**src/core/dpa_pkg.sv**
```systemverilog
// constants, types and offsets of the dual product accumulate slice
package dpa_pkg;

    // ----------------------------------------------------------------
    // widths
    // ----------------------------------------------------------------
    localparam int OPW_DEFAULT  = 18;
    localparam int ACCW_DEFAULT = 52;
    localparam int SLICES       = 2;

    // ----------------------------------------------------------------
    // register offsets (byte addresses)
    // ----------------------------------------------------------------
    localparam logic [4:0] CTRL_OFFSET      = 5'h00;
    localparam logic [4:0] STATUS_OFFSET    = 5'h04;
    localparam logic [4:0] MASK_OFFSET      = 5'h08;
    localparam logic [4:0] RESULT_LO_OFFSET = 5'h0c;
    localparam logic [4:0] RESULT_HI_OFFSET = 5'h10;

    // ----------------------------------------------------------------
    // fields and reset values
    // ----------------------------------------------------------------
    localparam int CTRL_WIDTH         = 4;
    localparam int CTRL_MODE_BIT      = 0;
    localparam int CTRL_IN_REG_BIT    = 1;
    localparam int CTRL_PIPE_REG_BIT  = 2;
    localparam int CTRL_OUT_REG_BIT   = 3;
    localparam int CTRL_CLEAR_BIT     = 4;
    localparam int STATUS_OVERFLOW_BIT = 0;
    localparam logic [3:0] CTRL_RESET   = 4'h0;
    localparam logic [0:0] STATUS_RESET = 1'h0;
    localparam logic [0:0] MASK_RESET   = 1'h0;

    // ----------------------------------------------------------------
    // types
    // ----------------------------------------------------------------
    typedef enum logic [0:0]
    {
        dual_product_accumulate_mode = 1'b0,
        cascaded_sum_of_products_mode = 1'b1
    } mode_t;

    typedef enum logic [0:0]
    {
        PHASE_IDLE   = 1'b0,
        PHASE_ANSWER = 1'b1
    } bus_phase_t;

endpackage

```
**src/core/dual_product_accumulate_slice.sv**
```systemverilog
// dual product accumulate slice pair with avalon register access
`timescale 1ns/1ps
module dual_product_accumulate_slice #(
    parameter int OPW  = dpa_pkg::OPW_DEFAULT,
    parameter int ACCW = dpa_pkg::ACCW_DEFAULT
) (
    // clock and reset
    input  wire logic                   clock,
    input  wire logic                   rst_b,
    // register bus
    input  wire logic [4:0]             avs_address,
    input  wire logic                   avs_read,
    input  wire logic                   avs_write,
    input  wire logic [31:0]            avs_writedata,
    input  wire logic [3:0]             avs_byteenable,
    output logic [31:0]                 avs_readdata,
    output logic                        avs_waitrequest,
    // interrupt
    output logic                        irq,
    // slice 0 operands
    input  wire logic signed [OPW-1:0]  s0_mult_one_x,
    input  wire logic signed [OPW-1:0]  s0_mult_one_y,
    input  wire logic signed [OPW-1:0]  s0_mult_two_x,
    input  wire logic signed [OPW-1:0]  s0_mult_two_y,
    input  wire logic                   s0_subtract,
    // slice 1 operands
    input  wire logic signed [OPW-1:0]  s1_mult_one_x,
    input  wire logic signed [OPW-1:0]  s1_mult_one_y,
    input  wire logic signed [OPW-1:0]  s1_mult_two_x,
    input  wire logic signed [OPW-1:0]  s1_mult_two_y,
    input  wire logic                   s1_subtract,
    // results
    output logic signed [ACCW-1:0]      result,
    output logic                        overflow
);
    localparam int PW = 2*OPW+1;

    // ----------------------------------------------------------------
    // declarations
    // ----------------------------------------------------------------
    dpa_pkg::bus_phase_t            phase_reg;
    dpa_pkg::bus_phase_t            phase_next;
    logic [dpa_pkg::CTRL_WIDTH-1:0] ctrl_reg;
    logic [dpa_pkg::CTRL_WIDTH-1:0] ctrl_next;
    logic                           clear_reg;
    logic                           clear_next;
    logic [0:0]                     status_reg;
    logic [0:0]                     status_next;
    logic [0:0]                     mask_reg;
    logic [0:0]                     mask_next;
    logic [31:0]                    readdata_reg;
    logic [31:0]                    readdata_next;
    logic [31:0]                    hi_shadow_reg;
    logic [31:0]                    hi_shadow_next;
    logic signed [ACCW-1:0]         result_reg;
    logic signed [ACCW-1:0]         result_next;
    logic                           overflow_reg;
    logic                           overflow_next;

    wire                     bus_req;
    wire                     taking;
    wire                     wr_take;
    wire                     read_open;
    wire                     sel_ctrl;
    wire                     sel_status;
    wire                     sel_mask;
    wire                     sel_lo;
    wire                     sel_hi;
    wire [31:0]              read_mux;
    wire [63:0]              result_wide;
    wire                     acc_mode;
    wire                     out_bypass;
    wire signed [PW-1:0]     pp [dpa_pkg::SLICES];
    wire signed [ACCW-1:0]   pp_ext [dpa_pkg::SLICES];
    wire signed [ACCW-1:0]   acc_sum;
    wire signed [ACCW-1:0]   cascade_sum;
    wire                     ovf_comb;
    wire                     ovf_set;
    wire signed [OPW-1:0]    op_x1 [dpa_pkg::SLICES];
    wire signed [OPW-1:0]    op_y1 [dpa_pkg::SLICES];
    wire signed [OPW-1:0]    op_x2 [dpa_pkg::SLICES];
    wire signed [OPW-1:0]    op_y2 [dpa_pkg::SLICES];
    wire                     sub_req [dpa_pkg::SLICES];

    // ----------------------------------------------------------------
    // register bus decode
    // ----------------------------------------------------------------
    // one wait cycle: read data is captured while waitrequest is high
    assign bus_req         = avs_read | avs_write;
    assign taking          = bus_req && phase_reg == dpa_pkg::PHASE_ANSWER;
    assign avs_waitrequest = bus_req && phase_reg == dpa_pkg::PHASE_IDLE;
    assign wr_take         = avs_write && taking && avs_byteenable[0];
    assign sel_ctrl        = avs_address == dpa_pkg::CTRL_OFFSET;
    assign sel_status      = avs_address == dpa_pkg::STATUS_OFFSET;
    assign sel_mask        = avs_address == dpa_pkg::MASK_OFFSET;
    assign sel_lo          = avs_address == dpa_pkg::RESULT_LO_OFFSET;
    assign sel_hi          = avs_address == dpa_pkg::RESULT_HI_OFFSET;
    assign result_wide     = {{(64-ACCW){result[ACCW-1]}}, result};
    assign read_mux        = sel_ctrl   ? {28'h000_0000, ctrl_reg}
                           : sel_status ? {31'h0000_0000, status_reg}
                           : sel_mask   ? {31'h0000_0000, mask_reg}
                           : sel_lo     ? result_wide[31:0]
                           : sel_hi     ? hi_shadow_reg
                           : 32'h0000_0000;
    assign avs_readdata    = readdata_reg;

    assign phase_next     = (phase_reg == dpa_pkg::PHASE_IDLE && bus_req)
                            ? dpa_pkg::PHASE_ANSWER : dpa_pkg::PHASE_IDLE;
    assign read_open      = avs_read && phase_reg == dpa_pkg::PHASE_IDLE;
    assign readdata_next  = read_open
                            ? read_mux : readdata_reg;
    // reading the low word freezes the high word so a 64-bit read is coherent
    assign hi_shadow_next = (read_open && sel_lo)
                            ? result_wide[63:32] : hi_shadow_reg;

    // ----------------------------------------------------------------
    // control, status and mask
    // ----------------------------------------------------------------
    assign ctrl_next   = (wr_take && sel_ctrl)
                         ? avs_writedata[dpa_pkg::CTRL_WIDTH-1:0] : ctrl_reg;
    assign clear_next  = wr_take && sel_ctrl && avs_writedata[dpa_pkg::CTRL_CLEAR_BIT];
    assign mask_next   = (wr_take && sel_mask) ? avs_writedata[0:0] : mask_reg;
    // a new overflow in the clearing cycle wins over the clear
    assign status_next = (status_reg & ~((wr_take && sel_status)
                         ? avs_writedata[dpa_pkg::STATUS_OVERFLOW_BIT +: 1] : 1'b0))
                         | ovf_set;
    assign irq         = |(status_reg & mask_reg);

    // ----------------------------------------------------------------
    // slices
    // ----------------------------------------------------------------
    assign acc_mode = ctrl_reg[dpa_pkg::CTRL_MODE_BIT]
                      == dpa_pkg::dual_product_accumulate_mode;
    assign op_x1    = '{s0_mult_one_x, s1_mult_one_x};
    assign op_y1    = '{s0_mult_one_y, s1_mult_one_y};
    assign op_x2    = '{s0_mult_two_x, s1_mult_two_x};
    assign op_y2    = '{s0_mult_two_y, s1_mult_two_y};
    // accumulate mode always adds the two products
    assign sub_req  = '{!acc_mode && s0_subtract, !acc_mode && s1_subtract};

    genvar s;
    generate
        for (s = 0; s < dpa_pkg::SLICES; s++)
        begin : g_slice
            product_pair_unit #(
                .OPW (OPW)
            ) u_pair (
                .clock       (clock),
                .rst_b       (rst_b),
                .in_reg_en   (ctrl_reg[dpa_pkg::CTRL_IN_REG_BIT]),
                .pipe_reg_en (ctrl_reg[dpa_pkg::CTRL_PIPE_REG_BIT]),
                .mult_one_x  (op_x1[s]),
                .mult_one_y  (op_y1[s]),
                .mult_two_x  (op_x2[s]),
                .mult_two_y  (op_y2[s]),
                .subtract    (sub_req[s]),
                .sum         (pp[s])
            );
            assign pp_ext[s] = {{(ACCW-PW){pp[s][PW-1]}}, pp[s]};
        end
    endgenerate

    // ----------------------------------------------------------------
    // accumulator and cascade adder
    // ----------------------------------------------------------------
    // cascade sum cannot leave the accumulator range, so it never flags overflow
    assign acc_sum     = result_reg + pp_ext[0];
    assign cascade_sum = pp_ext[0] + pp_ext[1];
    assign ovf_comb    = (result_reg[ACCW-1] == pp_ext[0][ACCW-1])
                         && (acc_sum[ACCW-1] != result_reg[ACCW-1]);
    assign ovf_set     = acc_mode && ovf_comb && !clear_reg;
    assign result_next = clear_reg ? '0 : acc_mode ? acc_sum : cascade_sum;
    assign overflow_next = ovf_set;
    // output stage is bypassable only in cascade mode
    assign out_bypass  = !acc_mode && !ctrl_reg[dpa_pkg::CTRL_OUT_REG_BIT];
    assign result      = out_bypass ? cascade_sum : result_reg;
    assign overflow    = overflow_reg;

    // ----------------------------------------------------------------
    // registers
    // ----------------------------------------------------------------
    always_ff @(posedge clock)
    begin
        if (!rst_b)
        begin
            phase_reg     <= dpa_pkg::PHASE_IDLE;
            ctrl_reg      <= dpa_pkg::CTRL_RESET;
            clear_reg     <= 1'b0;
            status_reg    <= dpa_pkg::STATUS_RESET;
            mask_reg      <= dpa_pkg::MASK_RESET;
            readdata_reg  <= 32'h0000_0000;
            hi_shadow_reg <= 32'h0000_0000;
        end
        else
        begin
            phase_reg     <= phase_next;
            ctrl_reg      <= ctrl_next;
            clear_reg     <= clear_next;
            status_reg    <= status_next;
            mask_reg      <= mask_next;
            readdata_reg  <= readdata_next;
            hi_shadow_reg <= hi_shadow_next;
        end
    end

    always_ff @(posedge clock)
    begin
        if (!rst_b)
        begin
            result_reg   <= '0;
            overflow_reg <= 1'b0;
        end
        else
        begin
            result_reg   <= result_next;
            overflow_reg <= overflow_next;
        end
    end

    // ----------------------------------------------------------------
    // checks
    // ----------------------------------------------------------------
    accum_step_a: assert property (@(posedge clock) disable iff (!rst_b)
        $past(rst_b) && $past(acc_mode) && !$past(clear_reg) |->
        result_reg == $past(result_reg) + $past(pp_ext[0]))
        else $error("accumulator did not add both products to previous sum");

    out_always_a: assert property (@(posedge clock) disable iff (!rst_b)
        acc_mode |-> result == result_reg)
        else $error("output register bypassed in accumulate mode");

    clear_zero_a: assert property (@(posedge clock) disable iff (!rst_b)
        clear_reg ##1 1'b1 |-> result_reg == '0)
        else $error("accumulator not zeroed after clear");

    overflow_reg_a: assert property (@(posedge clock) disable iff (!rst_b)
        overflow |-> $past(acc_mode) && $past(ovf_comb))
        else $error("overflow flag without an accumulator overflow");

    overflow_sign_a: assert property (@(posedge clock) disable iff (!rst_b)
        $past(rst_b) && $past(acc_mode) && !$past(clear_reg)
        && $past(result_reg[ACCW-1]) && $past(pp_ext[0][ACCW-1])
        && !result_reg[ACCW-1] |-> overflow)
        else $error("negative wrap not flagged");

    cascade_sum_a: assert property (@(posedge clock) disable iff (!rst_b)
        out_bypass |-> result == pp_ext[0] + pp_ext[1])
        else $error("cascade output is not the sum of both slices");

    cascade_reg_a: assert property (@(posedge clock) disable iff (!rst_b)
        $past(rst_b) && !acc_mode && !out_bypass && !$past(acc_mode) && !$past(clear_reg)
        |-> result == $past(cascade_sum))
        else $error("registered cascade output not one cycle late");

    irq_level_a: assert property (@(posedge clock) disable iff (!rst_b)
        $past(rst_b) && $past(status_reg[0] && mask_reg[0])
        && !$past(wr_take && (sel_status || sel_mask)) |-> irq)
        else $error("interrupt dropped while unmasked status still set");

    bus_wait_a: assert property (@(posedge clock) disable iff (!rst_b)
        $rose(bus_req) |-> avs_waitrequest ##1 !avs_waitrequest)
        else $error("bus answer not on second cycle");

    read_capture_a: assert property (@(posedge clock) disable iff (!rst_b)
        read_open |=> avs_readdata == $past(read_mux))
        else $error("read data not captured in the first request cycle");

    read_hold_a: assert property (@(posedge clock) disable iff (!rst_b)
        phase_reg == dpa_pkg::PHASE_ANSWER |=> $stable(avs_readdata))
        else $error("read data changed in the answer cycle");

    hi_snapshot_a: assert property (@(posedge clock) disable iff (!rst_b)
        read_open && sel_lo |=> hi_shadow_reg == $past(result_wide[63:32]))
        else $error("high word not frozen by low word read");

    ctrl_write_a: assert property (@(posedge clock) disable iff (!rst_b)
        wr_take && sel_ctrl |=> ctrl_reg == $past(avs_writedata[dpa_pkg::CTRL_WIDTH-1:0]))
        else $error("control write not applied");

    ctrl_hold_a: assert property (@(posedge clock) disable iff (!rst_b)
        !(wr_take && sel_ctrl) |=> $stable(ctrl_reg))
        else $error("control changed without a control write");

    mask_write_a: assert property (@(posedge clock) disable iff (!rst_b)
        wr_take && sel_mask |=> mask_reg[0] == $past(avs_writedata[0]))
        else $error("mask write not applied");

    status_hold_a: assert property (@(posedge clock) disable iff (!rst_b)
        status_reg[0] && !(wr_take && sel_status
        && avs_writedata[dpa_pkg::STATUS_OVERFLOW_BIT]) |=> status_reg[0])
        else $error("overflow status lost without a clearing write");

    status_set_a: assert property (@(posedge clock) disable iff (!rst_b)
        ovf_set |=> status_reg[0] && overflow)
        else $error("overflow not registered in flag and status");

    clear_pulse_a: assert property (@(posedge clock) disable iff (!rst_b)
        clear_reg |=> !clear_reg)
        else $error("clear lasted more than one cycle");

    wrap_flag_a: assert property (@(posedge clock) disable iff (!rst_b)
        acc_mode && !clear_reg && ovf_comb |=> overflow)
        else $error("accumulator wrap not flagged");

endmodule

```
**src/core/product_pair_unit.sv**
```systemverilog
// two multipliers with optional input and pipeline stages and an add/sub unit
`timescale 1ns/1ps
module product_pair_unit #(
    parameter int OPW = dpa_pkg::OPW_DEFAULT
) (
    // clock and reset
    input  wire logic                  clock,
    input  wire logic                  rst_b,
    // stage configuration
    input  wire logic                  in_reg_en,
    input  wire logic                  pipe_reg_en,
    // operands and select
    input  wire logic signed [OPW-1:0] mult_one_x,
    input  wire logic signed [OPW-1:0] mult_one_y,
    input  wire logic signed [OPW-1:0] mult_two_x,
    input  wire logic signed [OPW-1:0] mult_two_y,
    input  wire logic                  subtract,
    // result
    output logic signed [2*OPW:0]      sum
);
    // ----------------------------------------------------------------
    // input stage
    // ----------------------------------------------------------------
    // the select travels with the operands so a change stays aligned
    logic signed [OPW-1:0]   ox_reg [2];
    logic signed [OPW-1:0]   oy_reg [2];
    logic                    sub_in_reg;
    logic signed [OPW-1:0]   ox [2];
    logic signed [OPW-1:0]   oy [2];
    logic                    sub_in;
    logic signed [2*OPW-1:0] prod_reg [2];
    logic                    sub_pipe_reg;
    logic signed [2*OPW-1:0] prod_comb [2];
    logic signed [2*OPW-1:0] prod [2];
    logic                    sub_sel;

    assign ox[0]  = in_reg_en ? ox_reg[0] : mult_one_x;
    assign oy[0]  = in_reg_en ? oy_reg[0] : mult_one_y;
    assign ox[1]  = in_reg_en ? ox_reg[1] : mult_two_x;
    assign oy[1]  = in_reg_en ? oy_reg[1] : mult_two_y;
    assign sub_in = in_reg_en ? sub_in_reg : subtract;

    always_ff @(posedge clock)
    begin
        if (!rst_b)
        begin
            ox_reg     <= '{default: '0};
            oy_reg     <= '{default: '0};
            sub_in_reg <= 1'b0;
        end
        else
        begin
            ox_reg     <= '{mult_one_x, mult_two_x};
            oy_reg     <= '{mult_one_y, mult_two_y};
            sub_in_reg <= subtract;
        end
    end

    // ----------------------------------------------------------------
    // multipliers and pipeline stage
    // ----------------------------------------------------------------
    genvar i;
    generate
        for (i = 0; i < 2; i++)
        begin : g_mult
            assign prod_comb[i] = ox[i] * oy[i];
            assign prod[i]      = pipe_reg_en ? prod_reg[i] : prod_comb[i];
        end
    endgenerate

    assign sub_sel = pipe_reg_en ? sub_pipe_reg : sub_in;

    always_ff @(posedge clock)
    begin
        if (!rst_b)
        begin
            prod_reg     <= '{default: '0};
            sub_pipe_reg <= 1'b0;
        end
        else
        begin
            prod_reg     <= prod_comb;
            sub_pipe_reg <= sub_in;
        end
    end

    // ----------------------------------------------------------------
    // add or subtract of the two products
    // ----------------------------------------------------------------
    assign sum = sub_sel ? (2*OPW+1)'(prod[0]) - (2*OPW+1)'(prod[1])
                         : (2*OPW+1)'(prod[0]) + (2*OPW+1)'(prod[1]);

    add_sub_flat_a: assert property (@(posedge clock) disable iff (!rst_b)
        !in_reg_en && !pipe_reg_en && subtract |->
        sum == (2*OPW+1)'(mult_one_x) * (2*OPW+1)'(mult_one_y)
               - (2*OPW+1)'(mult_two_x) * (2*OPW+1)'(mult_two_y))
        else $error("difference of products wrong with stages bypassed");

    input_stage_a: assert property (@(posedge clock) disable iff (!rst_b)
        in_reg_en && $past(rst_b) |->
        ox[0] == $past(mult_one_x) && oy[1] == $past(mult_two_y))
        else $error("input stage does not delay operands by one cycle");

endmodule

```
**config.mk**
```make
export PLATFORM = sky130hd
export DESIGN_NAME = dual_product_accumulate_slice
export DESIGN_NICKNAME = d
export VERILOG_FILES = /design/src/core/dpa_pkg.sv /design/src/core/dual_product_accumulate_slice.sv /design/src/core/product_pair_unit.sv
export SDC_FILE = /design/constraint.sdc
export NUM_CORES = 2
export LEC_CHECK = 0
export ABC_AREA = 0
export BUFFER_PORTS_ARGS = -buffer_cell sky130_fd_sc_hd__buf_2
export CORE_MARGIN = 2
export CORE_UTILIZATION = 48
export CTS_CLUSTER_DIAMETER = 50
export DETAILED_ROUTE_END_ITERATION = 8
export GPL_TIMING_DRIVEN = 0
export PLACE_DENSITY = 0.72
export SYNTH_ARGS = -nofsm -noshare
export SYNTH_HDL_FRONTEND = slang
export SYNTH_HIERARCHICAL = 1
export SYNTH_SLANG_ARGS = --single-unit
```
**constraint.sdc**
```tcl
create_clock -name clock -period 16.9 [get_ports clock]
set_input_delay 0.845 -clock clock [delete_from_list [all_inputs] [get_ports clock]]
set_output_delay 0.845 -clock clock [all_outputs]
set_load 0.1 [all_outputs]
```
==> metrics.txt <==
outcome=complete, but fails checks; failing checks=capacitance limit, slew limit; top post-synthesis cells by count=inv_1, fa_1, nand2_1; most common cell in the netlist=inv_1; clock buffer depth=3; CP Max Fanout=10; grt total ovfl=0; Slew Limit Fails=1; PnR worst setup slack=roughly 440 ps; setup violators final=0; main combinational cell family by area after synthesis=adder cells; DIE HEIGHT=396 um; Worst-Margin Slew=around 1500 ps; post-synthesis sequential area ratio=11.0%; syn_nets=between 10,000 and 15,000; clk_lat worst skew=between 600 and 700 ps; cell mode on critical path=fa_1; Ys Warns=6; CTS Buf Count=70; post-synthesis sequential element count=405; chip width=396 um; Synth Area in Simple Gates=between 10% and 20%; Fmax achieved=about 61 MHz; H-tree lvl count=3; antenna viol nets, final=0; largest area contributor in the netlist=fa_1; DR WL/cell=around 21 um; num rows=143; min cycle time layout=16,460 ps; critical path startpoint category=flop; Slowest cell on crit path=mux2i_2; Core Footprint=152,000 sq um; final std cells w/o fill=10,956; largest net degree at the start of global routing=24; clk slew on worst S/H paths=around 60 ps; area delta synth->final=8.64%; drt drc=0; drt total wl=235,000 um; num ports=278; Worst Path Required=about 16,000 ps; GPL Wtd Cong=approximately 1; hold violation count in the final report=0; TritonCTS clock tree=yes; syn avg cell area=around 8.6 sq um; critical path capture point type=primary output; Fin Clk Skew=41.7 ps; Synth area leaders=fa_1, dfxtp_1, ha_1, inv_1, nand2_1; Rel. slew slack=-0.915%; hold buffer count at CTS=0; root buffer cell=clkbuf_16; Setup WS pre-CTS=538 ps; first-pass GRT wire length=365,000 um; share of cells above drive strength 1=7.74%; Synth Area in XOR/XNOR=4.21%; Final #Nets=between 10,000 and 15,000; Syn Inst Count=approximately 8,500; Cells after DPL=10,826; number of global-route vias before repair=around 64,000; Setup CP Type=reg -> out; FFs w/ async S/R, synth=0%; Clock Sinks=between 400 and 500; Worst Hold Class=in -> reg; max reg flops=144; DP HPWL=199,000 um; slowest stage delay, CP=approximately 830 ps; initial antenna violation count=2; # Max-Cap Violations=3; Synth Flop Type=dfxtp_1; Synth Area in Adders=44.8%; final core utilization=52.7%; total track usage=30.2%; vias=61,890; crit path DAT=between 15,000 and 20,000 ps; multiplexer share of the synthesized area=4.61%; post-synthesis compound-gate area fraction=around 10%; share of the synthesized area in the top cell type=35.8%; synthesized area=73,900 sq um; Port Buffer Count=245; First DRT Iteration DRCs=around 5,000; post-synth cell types=121; 1st-pass router iterations=9; number of flops mapped to enable cells by yosys=0; Via-to-Cell Ratio=roughly 5.6; Initial Util=48.5%; die area=157,000 sq um; final worst path period share=roughly 97%
==> critical path: cells and delay by family (launching register included) <==
kind,cells,cell delay (ps)
AO/OA/AOI/OAI,16,3720
XOR/XNOR,2,500
adder cells (fa/ha/maj),9,4050
buffers and inverters,12,3420
flip-flops,1,620
multiplexers,1,830
AND/OR/NAND/NOR,9,1770
==> cell type report <==
cell class | instances | area [sq um]
Timing Repair Buffer | 249 | 1270
Buffer | 295 | 1180
Inverter | 1496 | 5620
Fill cell | 14217 | 72200
Sequential cell | 405 | 8110
Clock inverter | 49 | 589
Antenna cell | 1 | 2.50
Clock buffer | 79 | 1830
Tap cell | 2030 | 2540
Multi-Input combinational cell | 6352 | 59100
==> repair_timing <==
item                       CTS  global route
setup endpoints to repair    5            19
gates cloned                 0             0
buffers inserted             0             0
gates resized for setup      7            63
==> metal layers <==
layer | track usage [%] | part of all wire, %
met2 | 48.6 | 46
met1 | 40.9 | 42
met4 | 11.6 | 4.1
met5 | 0 | 0.051
met3 | 4.88 | 8.3
==> through the flow <==
stage	setup TNS, ps	cell area (sq um)	hold slack, ps
floorplan	0	73900	426
global placement	0	77700	437
detailed placement	0	77700	441
CTS	0	80100	330
global route	-17.6	80300	368
finish	0	80300	375
==> final timing paths <==
| check | startpoint | endpoint | slack [ps] | depth (start not counted) |
|---|---|---|---|---|
| hold reg to reg | avs_readdata[28]$_SDFFE_PN0P_ | avs_readdata[28]$_SDFFE_PN0P_ | 450 | 2 |
| setup reg to reg | ctrl_reg[1]$_SDFFE_PN0P_ | overflow$_SDFF_PN0_ | 1210 | 49 |
| setup / recovery | ctrl_reg[1]$_SDFFE_PN0P_ | result[39] | 440 | 49 |
| hold / removal | s0_mult_one_y[7] | g_slice[0].u_pair/oy_reg[25]$_SDFF_PN0_ | 370 | 2 |
==> cell families (layout without fill, tap and decap cells) <==
logic type               count (synthesis)  in the layout
AND/OR/NAND/NOR                       2654           2654
adder cells (fa/ha/maj)               1854           1854
buffers and inverters                 1791           2168
AO/OA/AOI/OAI                         1170           1170
flip-flops                             405            405
XOR/XNOR                               353            353
multiplexers                           321            321
other                                    0              1
==> layout by cell type (no fill, tap or decap), types with 33 or more instances in the layout <==
master     netlist  layout
xor2_1         143     143
dfxtp_1        405     405
nor2b_1         45      45
clkbuf_1       249     242
inv_1         1493    1493
nand4_1         46      46
clkbuf_16        0      71
nand3_1         70      70
a21o_1         119     119
a211oi_1        33      33
ha_1           534     534
buf_2           17     262
mux2_2         152     152
o21ai_1         67      67
fa_1          1320    1320
o21a_1          42      42
o21ai_0        232     232
nor2_1         904     904
o21bai_1        40      40
xnor2_1        208     208
mux2i_1        168     141
nor3_1          68      68
and2_1         248     248
nand2b_1        71      71
a21oi_1        327     327
nand2_1       1048    1048
Power is not shown: default switching activity piles up to over one toggle a cycle in this logic, so the estimate is an artifact.
